[src/inc/ppsg_pkg.sv]
// ----------------------------------------------------------------------------
// ----------------------------------------------------------------------------
package ppsg_pkg;
    // ------------------------------------------------------------------------
    // power state
    // ------------------------------------------------------------------------
    typedef enum logic [1:0] {
        PPSG_POWER_UP,
        PPSG_RUNNING,
        PPSG_POWER_DOWN
    } ppsg_state_e;

    localparam int          NUM_GATE_CLK   = 6;
    localparam int          SENSE_W        = 8;
    localparam logic [7:0]  SENSE_HI_RST   = 8'h90;
    localparam logic [7:0]  SENSE_LO_RST   = 8'h70;
    localparam logic        SCAN_RST       = 1'b0;
endpackage

[src/verilog/ppsg_gate.sv]
`timescale 1ns/10ps
module ppsg_gate #(
    parameter int                       NCLK    = ppsg_pkg::NUM_GATE_CLK,
    parameter int                       SW      = ppsg_pkg::SENSE_W,
    parameter logic [SW-1:0]            SENS_HI = ppsg_pkg::SENSE_HI_RST,
    parameter logic [SW-1:0]            SENS_LO = ppsg_pkg::SENSE_LO_RST
) (
    // clock and reset
    input  wire logic                   MCLK_I,
    input  wire logic                   RESETN_I,
    // supply and panel sense
    input  wire logic                   SUPPLY_OK_I,
    input  wire logic [SW-1:0]          PANEL_SENSE_INPUT_I,
    // frame state machine outputs to gate
    input  wire logic [NCLK-1:0]        GATE_CLOCK_I,
    input  wire logic                   FRAME_START_PULSE_I,
    input  wire logic                   END_OF_FRAME_I,
    input  wire logic                   ODD_I,
    input  wire logic                   EVEN_I,
    input  wire logic                   ABNORMAL_I,
    // timing controller inputs
    input  wire logic                   FRAME_START_INPUT_I,
    input  wire logic                   SCAN_DIRECTION_INPUT_I,
    // gated outputs
    output logic [NCLK-1:0]             GATE_CLOCK_OUTPUTS_O,
    output logic                        FRAME_START_PULSE_OUT_O,
    output logic                        END_OF_FRAME_O,
    output logic                        ODD_O,
    output logic                        EVEN_O,
    output logic                        FORWARD_DIRECTION_SELECT_O,
    output logic                        BACKWARD_DIRECTION_SELECT_O,
    output logic                        PANEL_DISCHARGE_OUT_O,
    output logic                        SENSE_OK_O
);
    // ------------------------------------------------------------------------
    // hysteretic sense
    // ------------------------------------------------------------------------
    logic                sense_ok_q;
    logic                sense_ok_d;
    logic                fs_in_q;
    logic                scan_q;
    ppsg_pkg::ppsg_state_e state_q;
    ppsg_pkg::ppsg_state_e state_d;

    // two thresholds so noise near one level cannot chatter the flag
    assign sense_ok_d = sense_ok_q ? (PANEL_SENSE_INPUT_I > SENS_LO)
                                   : (PANEL_SENSE_INPUT_I >= SENS_HI);

    // ------------------------------------------------------------------------
    // power state and decodes
    // ------------------------------------------------------------------------
    wire all_ok    = SUPPLY_OK_I & sense_ok_d;
    wire powering_down = (state_d == ppsg_pkg::PPSG_POWER_DOWN);
    wire discharge = powering_down & ~sense_ok_d;
    wire abnormal  = ABNORMAL_I | discharge;
    wire run       = all_ok & ~abnormal;
    wire fs_rise   = FRAME_START_INPUT_I & ~fs_in_q;
    wire scan_d    = fs_rise ? SCAN_DIRECTION_INPUT_I : scan_q;

    always_comb begin
        state_d = state_q;
        unique case (state_q)
            ppsg_pkg::PPSG_POWER_UP:   if (all_ok) state_d = ppsg_pkg::PPSG_RUNNING;
            ppsg_pkg::PPSG_RUNNING:    if (!sense_ok_d) state_d = ppsg_pkg::PPSG_POWER_DOWN;
            ppsg_pkg::PPSG_POWER_DOWN: if (all_ok) state_d = ppsg_pkg::PPSG_RUNNING;
            default:                   state_d = ppsg_pkg::PPSG_POWER_UP;
        endcase
    end

    // ------------------------------------------------------------------------
    // registers, every output straight from a flop
    // ------------------------------------------------------------------------
    always_ff @(posedge MCLK_I) begin
        if (!RESETN_I) begin
            sense_ok_q                  <= 1'b0;
            fs_in_q                     <= 1'b0;
            scan_q                      <= ppsg_pkg::SCAN_RST;
            state_q                     <= ppsg_pkg::PPSG_POWER_UP;
            GATE_CLOCK_OUTPUTS_O        <= '0;
            FRAME_START_PULSE_OUT_O     <= 1'b0;
            END_OF_FRAME_O              <= 1'b0;
            ODD_O                       <= 1'b0;
            EVEN_O                      <= 1'b0;
            FORWARD_DIRECTION_SELECT_O  <= 1'b0;
            BACKWARD_DIRECTION_SELECT_O <= 1'b0;
            PANEL_DISCHARGE_OUT_O       <= 1'b0;
            SENSE_OK_O                  <= 1'b0;
        end else begin
            sense_ok_q                  <= sense_ok_d;
            fs_in_q                     <= FRAME_START_INPUT_I;
            scan_q                      <= scan_d;
            state_q                     <= state_d;
            GATE_CLOCK_OUTPUTS_O        <= run ? GATE_CLOCK_I : '0;
            FRAME_START_PULSE_OUT_O     <= run & FRAME_START_PULSE_I;
            END_OF_FRAME_O              <= run & END_OF_FRAME_I;
            // supply low wins; then low sense or abnormal gives power-up pair
            EVEN_O  <= SUPPLY_OK_I & (~sense_ok_d | abnormal | EVEN_I);
            ODD_O   <= run & ODD_I;
            // selects ignore sense: held by latched scan through power-down
            FORWARD_DIRECTION_SELECT_O  <= SUPPLY_OK_I & ~scan_d;
            BACKWARD_DIRECTION_SELECT_O <= SUPPLY_OK_I & scan_d;
            PANEL_DISCHARGE_OUT_O       <= discharge;
            SENSE_OK_O                  <= sense_ok_d;
        end
    end
endmodule
[config.mk]
export PLATFORM = sky130hd
export DESIGN_NAME = ppsg_gate
export DESIGN_NICKNAME = d
export VERILOG_FILES = /design/src/inc/ppsg_pkg.sv /design/src/verilog/ppsg_gate.sv
export SDC_FILE = /design/constraint.sdc
export NUM_CORES = 1
export LEC_CHECK = 0
export BUFFER_PORTS_ARGS = -buffer_cell sky130_fd_sc_hd__buf_2
export CAP_MARGIN = 20
export CORE_MARGIN = 4
export CORE_UTILIZATION = 47
export CTS_BUF_LIST = sky130_fd_sc_hd__clkbuf_8
export DETAILED_ROUTE_END_ITERATION = 12
export PLACE_DENSITY = 0.85
export SLEW_MARGIN = 10
export SYNTH_ARGS = -nofsm -noshare
export SYNTH_HDL_FRONTEND = slang
export SYNTH_SLANG_ARGS = --single-unit
[constraint.sdc]
create_clock -name MCLK_I -period 2.3 [get_ports MCLK_I]
set_input_delay 0.115 -clock MCLK_I [delete_from_list [all_inputs] [get_ports MCLK_I]]
set_output_delay 0.115 -clock MCLK_I [all_outputs]
set_load 0.01 [all_outputs]
# After elaboration in Yosys (flattened, before gate mapping)

Index checks and enable logic that the tools add are counted.

Input port bits: 24
Register bits after elaboration: 18

Bitwise logic cells: 17
Equality and inequality tests: 3
Magnitude comparators: 2
Mux-type cells: 5
Reduce and logical (&&, ||, !) cells: 3

Operator list:

| operator                                                                        | count |
|---|---|
| 1-bit AND                                                                       | 10 |
| 8-bit greater-or-equal comparator, second input constant                        | 1 |
| 8-bit by 7-bit greater-than comparator with 1-bit output, second input constant | 1 |
| 2-bit equality test, second input constant                                      | 2 |
| 2-bit two-way mux                                                               | 2 |
| 1-bit NOT                                                                       | 4 |
| 2-bit case mux with 2 select lines                                              | 1 |
| 1-bit OR                                                                        | 3 |
| 2-bit by 1-bit equality test with 1-bit output, second input constant           | 1 |
| 2-bit logical NOT                                                               | 1 |
| 1-bit two-way mux                                                               | 2 |
| 2-bit AND reduction                                                             | 1 |
| 2-bit OR reduction                                                              | 1 |

# Longest topological paths before layout

Gate-level depths: netlist of the first run.

Word-level depth: 11
Mapped depth: 4
Gate-level depth less buffers: 3

# Least setup slack after synthesis of the first run

OpenSTA, ideal clock, no wires.

Path type: register -> register
Start: reg sense_ok_q
End: reg GATE_CLOCK_OUTPUTS_O[5]
Stages on the path, launching flop included: 5
Slack: 1,115 ps
Buffers on the path: 1
Arrival: 1,098 ps
Setup time: 87 ps
Cells stage by stage: dfxtp_1 > nand4_1 > o21a_1 > buf_6 > nor4b_4

Longest elaborated chain between the ends: 10
Elaborated cells between the ends (all ways): 12
Classes of those cells: eq/ne: 1; mux: 4; bitwise: 6; reduce/logical: 1

Ends and longest elaborated chain:

| element                                  | line                             | RTL |
|---|---|---|
| from (decl)                              | ppsg_gate.sv:38                  | `logic sense_ok_q;` |
| from (signal assigned)                   | ppsg_gate.sv:89                  | `sense_ok_q <= sense_ok_d;` |
| 1-bit two-way mux (*)                    | ppsg_gate.sv:46                  | `assign sense_ok_d = sense_ok_q ? (PANEL_SENSE_INPUT_I > SENS_LO)` |
| 1-bit AND                                | ppsg_gate.sv:52                  | `wire all_ok = SUPPLY_OK_I & sense_ok_d;` |
| 2-bit two-way mux                        | ppsg_gate.sv:63, ppsg_gate.sv:65 |  |
| 2-bit case mux with 2 select lines       | ppsg_gate.sv:62                  | `unique case (state_q)` |
| 2-bit equality test                      | ppsg_gate.sv:53                  | `wire powering_down = (state_d == ppsg_pkg::PPSG_POWER_DOWN);` |
| 1-bit AND                                | ppsg_gate.sv:54                  | `wire discharge = powering_down & ~sense_ok_d;` |
| 1-bit OR                                 | ppsg_gate.sv:55                  | `wire abnormal = ABNORMAL_I \| discharge;` |
| 1-bit NOT                                | ppsg_gate.sv:56                  | `wire run = all_ok & ~abnormal;` |
| 1-bit AND (*)                            | ppsg_gate.sv:56                  |  |
| 2-bit AND reduction (no source line) (*) | -                                |  |
| to (signal assigned)                     | ppsg_gate.sv:93                  | `GATE_CLOCK_OUTPUTS_O <= run ? GATE_CLOCK_I : '0;` |
| to (decl)                                | ppsg_gate.sv:25                  | `output logic [NCLK-1:0] GATE_CLOCK_OUTPUTS_O,` |

Every way passes the cells marked *; elsewhere a longest branch is shown, timed or not.
A chain may end at the register's enable or synchronous reset.

# Worst setup path after layout of the first run

Start: reg sense_ok_q
End: reg GATE_CLOCK_OUTPUTS_O[3]

Same word-level chain as after synthesis.

==> run_results.csv, run 1 <==
group,metric,value,unit
die,die_w,45.6,um
timing,worst_pin_slew,611,ps
global_route,grt_first_pass_wirelength,1980,um
timing,post-route-period-util,0.610,
power,power.total,649,uW
clock_network,htreeDepth,1,
die,ios,38,
finish,synthToLayoutAreaGrowth,35.9,%
clock_network,ctsHoldBuffers,0,
power,peakVddDrop,0.000551,V
run,cap_viol_max_count,0,
global_route,grt_overflow_total,0,
clock_network,clock_latency,250,ps
setup_path,arrival,1520,ps
drt,routed_via_density,5.03,
placed_design,dpl.hpwl,1040,um
timing,fmax,713,MHz
drt,routed_wl,1360,um
synth,synth_cell_types,21,
synth,synth-seq-cells,18,
setup_path,cp-end-kind,"flip-flop",
finish,top_register,"GATE_CLOCK_OUTPUTS_O",
placed_design,port_buffers,37,
global_route,met2_usage,0.234,
drt,first_iter_violations,2,
setup_path,crit_required,2410,ps
clock_network,clk_pin_slew,60,ps
clock_network,cts_tree,"done",
drt,ant_nets,0,
drt,route.detailed.drc,0,
drt,wl_per_cell,12.8,um
drt,vias,533,
drt,dr.pass1.iters,2,
synth,yosysSeqAreaShare,0.541,
timing,finalHoldViolCount,0,
setup_path,cp-start-kind,"flip-flop",
synth,netlist_area,666,um2
die,initial_utilization,0.505,
timing,rsz0062_at_grt,"false",
placed_design,place_congestion,0.745,
clock_network,clk_path_buf_depth,2,
finish,layout-drive-gt1-share,0.571,
finish,nNetsFinal,116,
die,fp.dieH,45.6,um
clock_network,numCtsBuffers,3,
power,leakage,0.000422,uW
synth,syn-instance-count,53,
die,die_area,0.00208,mm2
min_path,hp-class,"primary input to flip-flop",
placed_design,postPlaceCellArea,850,um2
finish,diodes,0,
finish,fin_area,905,um2
clock_network,post_cts_buffers,0,
outcome,status,"completed",
clock_network,cts_resized,0,
global_route,grt.met3_usage,0.0435,
die,core_area,0.00132,mm2
timing,layout_setup_ws,898,ps
setup_path,path_class,"flip-flop to flip-flop",
timing,setup_tns,0,ps
timing,period_minus_slack,1400,ps
setup_path,worstPathMaxFanout,11,
clock_network,ctsRootBufferMaster,"clkbuf_8",
finish,largest_register_ffs,6,
finish,top_regs,"GATE_CLOCK_OUTPUTS_O (6), state_q (2)",
synth,yosys_warnings,0,
timing,slew_violations,0,
global_route,grt_use_met1,0.140,
synth,synth_nets,77,
global_route,busiest_layer,"met2",
die,rows,13,
power,power_density,717,mW/mm2
timing,setup_violations,0,
placed_design,dp_slack,864,ps
global_route,grt_max_degree,13,
global_route,antenna_found_initial,0,
global_route,track_usage,0.136,
timing,relSlewSlack,0.593,
clock_network,clkSinkCount,18,
synth,syn-mean-instance-area,12.6,um2
timing,finClkSkew,2.41,ps
timing,whs,78.6,ps
global_route,grt_pass1_vias,511,
-- synth_stat cells, drive strengths merged --
| cell | count | area [um2] |
|---|---|---|
| buf | 2 | 16.3 |
| nand2b | 1 | 6.26 |
| clkbuf | 1 | 3.75 |
| o21a | 1 | 7.51 |
| nor2b | 1 | 6.26 |
| inv | 1 | 3.75 |
| mux2i | 1 | 10.0 |
| nand4 | 1 | 6.26 |
| xor2 | 1 | 8.76 |
| nor4 | 1 | 6.26 |
| nand2 | 3 | 11.3 |
| o21ai | 1 | 5.00 |
| o41ai | 1 | 16.3 |
| a2111oi | 1 | 15.0 |
| a21oi | 2 | 10.0 |
| nor2 | 6 | 22.5 |
| nor4b | 9 | 144 |
| and2 | 1 | 6.26 |
| dfxtp | 18 | 360 |
-- per-stage QoR --
stage,std cells,utilization
final,106,0.687
after global routing,106,0.687
after CTS,106,0.687
after detailed placement,102,0.645
after global placement,102,0.645
after floorplan,53,-
-- report_power, final --
part           switching (uW)  internal (uW)
Sequential               4.33            322
Clock                     100            152
Combinational            36.9           32.7
Total                     142            507
-- critical path, stage by stage, from the launching register on --
cell	delay, ps
dfxtp_1	330
o41ai_2	240
o21a_1	570
nor4b_2	120
-- metal layers --
layer	share of wire	vias to the layer above
met5	0	-
met4	0.023	0
met3	0.086	5
met2	0.52	22
met1	0.37	241
li1	-	265
-- kinds of logic after synthesis --
| logic type | synth area share |
|---|---|
| AO/OA/AOI/OAI | 0.0808 |
| XOR/XNOR | 0.0132 |
| buffers and inverters | 0.0357 |
| flip-flops | 0.541 |
| multiplexers | 0.0150 |
| AND/OR/NAND/NOR | 0.314 |
-- cells in the final DEF, fill, tap and decap left out, drive strengths merged --
cell and instances:
nor2 6, a2111oi 1, nand4 1, and2 1, clkbuf 4, nand2 3, nor4 1, nor4b 9
nand2b 1, inv 1, a21oi 2, o21ai 1, o21a 1, nor2b 1, xor2 1, o41ai 1
buf 37, dfxtp 18, mux2i 1
-- cell type report --
class	instances	area (um2)
Sequential cell	18	360
Clock buffer	4	55.1
Multi-Input combinational cell	31	282
Timing Repair Buffer	37	185
Inverter	1	3.75
Fill cell	92	413
Tap cell	15	18.8
-- worst paths after layout --
kind                  startpoint                      end  slack [ps]  depth (start not counted)
max                   sense_ok_q  GATE_CLOCK_OUTPUTS_O[3]         900                          3
min          FRAME_START_INPUT_I                  fs_in_q          80                          2
max reg2reg           sense_ok_q  GATE_CLOCK_OUTPUTS_O[3]         900                          3
min reg2reg           state_q[1]               state_q[1]         510                          2
No activity file was read; power rests on OpenSTA's default activity.
==> run 2, diff against run 1 <==
- CORE_ASPECT_RATIO: default -> 0.8
- CORE_UTILIZATION: 47 -> 39
- PLACE_DENSITY: 0.85 -> 0.75
- clock period: 2.3 -> 1.1 ns (I/O delays scaled with it)
==> run 2 against run 1 <==
  * The run now ends with negative setup slack left
  * First-iteration DRC count increased to 2.5 times the previous value
  * Global-route usage decreased by 2.0 points
  * Die area increased by 17%
  * Clock power increased by 110%
  * Maximum frequency increased by 21%
  * Final cell count increased by 8.5%
  * Sequential power increased by 110%
  * Combinational power increased by 140%
  * Setup slack got worse by 960 ps
  * Register-to-register slack got worse by 960 ps
  * Critical path depth increased by 1
  * Worst hold slack got worse by 60 ps
  * Largest cell class unchanged
  * Largest power group unchanged
  * Highest routed layer unchanged
==> run_results.csv, run 2 (synthesized netlist as in run 1, its figures left out) <==
group,metric,value,unit
outcome,status,"complete, but fails checks",
outcome,violations,"negative setup slack",
timing,layout_setup_ws,-59.7,ps
timing,fmax,862,MHz
timing,slew_violations,0,
die,die_area,0.00244,mm2
setup_path,cp-end-kind,"flip-flop",
finish,layout_commonest_cell,"buf_2",
drt,drt-met1-wl,558,um
run,cap_viol_max_count,0,
drt,first_iter_violations,5,
die,fp.dieH,45.0,um
timing,finClkSkew,5.33,ps
drt,wl_met3,117,um
drt,top_layer_used,"met4",
timing,setup_violations,11,
setup_path,cp_cell_sequence,"nand4_1 > o21a_1 > buf_12 > a2111oi_2",
clock_network,post_cts_buffers,0,
placed_design,dpl.hpwl,1120,um
global_route,track_usage,0.116,
setup_path,cp-start-kind,"flip-flop",
die,initial_utilization,0.409,
setup_path,crit_required,1260,ps
finish,diodes,0,
power,peakVddDrop,0.000804,V
clock_network,clock_latency,250,ps
global_route,grt_overflow_total,0,
timing,rsz0062_at_grt,"true",
clock_network,clkSinkCount,18,
power,leakage,0.000448,uW
setup_path,arrival,1320,ps
setup_path,path_class,"flip-flop to flip-flop",
global_route,grt_first_pass_wirelength,1970,um
finish,layout-drive-gt1-share,0.591,
drt,vias,530,
placed_design,port_buffers,37,
finish,top_register,"GATE_CLOCK_OUTPUTS_O",
min_path,hp-class,"primary input to flip-flop",
finish,layout_common_cells,"buf_2 (37), dfxtp_1 (17), nor4b_2 (6), nor2_1 (6), clkbuf_8 (4)",
global_route,antenna_found_initial,0,
global_route,grt_pass1_vias,470,
clock_network,ctsRootBufferMaster,"clkbuf_8",
die,rows,13,
drt,ant_nets,0,
drt,wl_met2,693,um
timing,finalHoldViolCount,0,
setup_path,cpMaxStageDelayCell,"dfxtp_2",
placed_design,place_congestion,0.758,
drt,routed_wl,1410,um
clock_network,htreeDepth,1,
drt,dr.pass1.iters,4,
timing,whs,18.7,ps
global_route,grt_max_degree,13,
die,die_w,54.2,um
die,core_area,0.00163,mm2
setup_path,cp_slowest_stage_delay,340,ps
clock_network,numCtsBuffers,3,
drt,routed_via_density,4.61,
finish,nNetsFinal,118,
timing,relSlewSlack,0.764,
die,ios,38,
finish,synthToLayoutAreaGrowth,44.2,%
clock_network,clk_pin_slew,70,ps
timing,worst_pin_slew,350,ps
finish,largest_register_ffs,6,
timing,period_minus_slack,1160,ps
clock_network,clk_path_buf_depth,2,
finish,post-route-util,0.590,
setup_path,worstPathMaxFanout,11,
clock_network,cts_tree,"done",
power,power_density,1440,mW/mm2
finish,top_regs,"GATE_CLOCK_OUTPUTS_O (6), state_q (2)",
drt,route.detailed.drc,0,
timing,post-route-period-util,1.05,
drt,wl_per_cell,12.3,um
[run 2: cell types whose count changed in the layout (fill, tap and decap cells not counted)]
cell and change:
nor4b_2 -2, nor4b_4 +2, buf_4 +1, buf_12 +1, dfxtp_2 +1, dfxtp_1 -1
[run 2: power by group]
group	switching (uW)	internal (uW)	total, uW
Clock	213	318	531
Sequential	8.74	674	683
Combinational	84.4	83.3	168
Total	306	1080	1380
[run 2: cell type report]
cell class                      count  area (um2)
Fill cell                         141         667
Sequential cell                    18         362
Multi-Input combinational cell     31         299
Timing Repair Buffer               39         213
Clock buffer                        4        55.1
Tap cell                           22        27.5
Inverter                            1        3.75
[run 2: critical path, delay by kind of cell, from the launching register on]
kind	cells	cell delay [ps]
flops	1	340
buf+inv	1	160
simple gates	1	90
compound gates	2	460
[run 2: worst paths after layout]
kind	start	end	slack, ps	depth (start not counted)
worst min register to register	state_q[0]	state_q[0]	510	1
worst min-delay path	FRAME_START_INPUT_I	fs_in_q	20	2
worst max-delay path	sense_ok_q	state_q[0]	-60	4
worst max register to register	sense_ok_q	state_q[0]	-60	4
[run 2: repair_timing]
action | in CTS | in global routing
hold buffers | 0 | 0
endpoints found under the setup margin | 11 | 13
pin swaps | 0 | 2
gates resized for setup | 1 | 1
[run 2: metrics by stage]
stage	setup TNS [ps]	area (um2)	total power, uW	std cells	worst slack, ps
after floorplan	-60.4	667	783	53	-7.08
after global placement	-16.6	887	856	111	-16.6
after detailed placement	-235	887	859	111	-69.9
after CTS	-369	951	1400	115	-61.7
after global routing	-1120	960	1440	115	-106
final	-343	960	1380	115	-59.7
[run 2: per-layer routing]
metal  vias to the layer above  track usage
met2                        20        0.196
li1                        270            -
met3                         5       0.0231
met1                       235        0.127
met5                         -            0
met4                         0       0.0896
==> run 3, diff against run 2 <==
- CORE_MARGIN: 4 -> 2
- REMOVE_ABC_BUFFERS: default -> 1
- SKIP_LAST_GASP: default -> 1
==> run 3 against run 2 <==
  * The run still ends with negative setup slack left
  * Wire length is 5.9% higher
  * Sequential power hardly changed
  * Maximum frequency up 1.9%
  * Worst hold slack better by 16 ps
  * Design area up 4.6%
  * Core utilization increased by 3.3 points
  * Die area is 16% lower
  * Global-route usage increased by 5.3 points
  * Clock skew is 0.86 ps lower
  * Via count grew 3.8%
  * Setup slack improved by 22 ps
  * Critical endpoint is now GATE_CLOCK_OUTPUTS_O[0]
  * Largest power group unchanged
==> run_results.csv, run 3 (synthesized netlist as in run 1, its figures left out) <==
group,metric,value,unit
outcome,status,"complete, but fails checks",
outcome,violations,"negative setup slack",
die,initial_utilization,0.413,
drt,ant_nets,0,
power,leakage,0.000461,uW
timing,relSlewSlack,0.761,
timing,rsz0062_at_grt,"true",
global_route,grt_pass1_vias,539,
finish,stdcell_count,115,
setup_path,worstPathMaxFanout,5,
drt,routed_wl,1490,um
clock_network,numCtsBuffers,3,
timing,worst_pin_slew,355,ps
power,power_density,1310,mW/mm2
drt,wl_per_cell,13.0,um
finish,top_register,"GATE_CLOCK_OUTPUTS_O",
timing,finClkSkew,4.47,ps
drt,dr.pass1.iters,4,
timing,setup_violations,10,
setup_path,path_class,"flip-flop to flip-flop",
global_route,grt_overflow_total,0,
clock_network,clk_path_buf_depth,2,
finish,layout_commonest_cell,"buf_2",
timing,period_minus_slack,1140,ps
setup_path,cp-start-kind,"flip-flop",
setup_path,cp-end-kind,"flip-flop",
power,pwr-share-comb,0.147,
clock_network,clkSinkCount,18,
min_path,hp-class,"primary input to flip-flop",
finish,top_regs,"GATE_CLOCK_OUTPUTS_O (6), state_q (2)",
finish,layout-drive-gt1-share,0.602,
timing,layout_setup_ws,-37.6,ps
finish,largest_register_ffs,6,
power,switching_share,0.231,
power,power.share.clock,0.332,
global_route,grt_max_degree,11,
clock_network,clock_latency,250,ps
placed_design,dpl.hpwl,1130,um
die,fp.dieH,41.0,um
setup_path,crit_required,1220,ps
timing,post-route-period-util,1.03,
drt,vias,550,
placed_design,postPlaceCellArea,893,um2
die,ios,38,
finish,synthToLayoutAreaGrowth,50.8,%
placed_design,port_buffers,37,
timing,fmax,879,MHz
clock_network,cts_tree,"done",
power,p_int,1010,uW
global_route,grt_first_pass_wirelength,2360,um
power,switching_power,303,uW
clock_network,ctsRootBufferMaster,"clkbuf_8",
power,power.total,1310,uW
power,peakVddDrop,0.00125,V
global_route,antenna_found_initial,0,
placed_design,place_congestion,0.761,
finish,layout_common_cells,"buf_2 (37), dfxtp_1 (17), nor4b_2 (5), nor2_1 (5), nor4b_4 (4)",
finish,nNetsFinal,119,
run,cap_viol_max_count,0,
power,seq_power_share,0.521,
drt,first_iter_violations,14,
finish,fin_area,0.00100,mm2
drt,routed_via_density,4.78,
drt,route.detailed.drc,0,
placed_design,dp_cells,112,
global_route,track_usage,0.170,
finish,diodes,0,
die,core_area,0.00161,mm2
timing,setup_tns,-284,ps
die,die_w,50.2,um
die,rows,13,
timing,whs,35.1,ps
timing,finalHoldViolCount,0,
timing,slew_violations,0,
clock_network,clk_pin_slew,60,ps
setup_path,arrival,1260,ps
die,die_area,0.00206,mm2
clock_network,htreeDepth,1,
==> run 3: path summary, 6_finish.rpt <==
kind	slack (ps)	cells past startpoint	end	start
setup / recovery	-40	4	GATE_CLOCK_OUTPUTS_O[0]	sense_ok_q
hold / removal	40	2	fs_in_q	FRAME_START_INPUT_I
setup reg to reg	-40	4	GATE_CLOCK_OUTPUTS_O[0]	sense_ok_q
hold reg to reg	530	2	state_q[1]	state_q[1]
==> run 3: stage by stage <==
step                setup slack (ps)  utilization
floorplan                       -181            -
global placement               -66.7        0.555
detailed placement              -109        0.555
CTS                            -37.0        0.599
global route                    -108        0.623
finish                         -37.6        0.623
==> run 3: power groups by stage <==
| stage | clock network (uW) | logic (uW) | registers, uW |
|---|---|---|---|
| 3_5_place_dp | 0 | 166 | 698 |
| 5_1_grt | 489 | 209 | 686 |
| 3_3_place_gp | 0 | 160 | 696 |
| 2_1_floorplan | 0 | 63.1 | 705 |
| 4_1_cts | 462 | 179 | 685 |
| 6_report | 436 | 192 | 684 |
==> run 3: critical path: stages (launching register included) <==
cell and delay (ps):
dfxtp_4 360, o41ai_4 220, o21a_1 220, buf_6 160
nor4b_4 50
==> run 3: final cells by class <==
type | count | area [um2]
flip-flops and latches | 18 | 364
multi-input cells | 31 | 339
inverters | 1 | 3.75
fillers | 133 | 607
clock buffers | 3 | 41.3
repair buffers | 40 | 228
well taps | 22 | 27.5
==> run 3: layer usage <==
metal  track usage  part of all wire  wire length (um)  up-vias
met2         0.313              0.50               749       21
met3        0.0803             0.086               129        2
li1              -                 -                 -      269
met5             0                 0                 0        -
met1         0.169              0.40               604      258
met4        0.0833            0.0060                 9        0
==> run 3: timing repair <==
item                       4_1_cts  5_1_grt
resized for setup                5        6
setup endpoints to repair       10       14
pin swaps                       10        1
hold buffers                     0        0
buffers inserted                 0        0
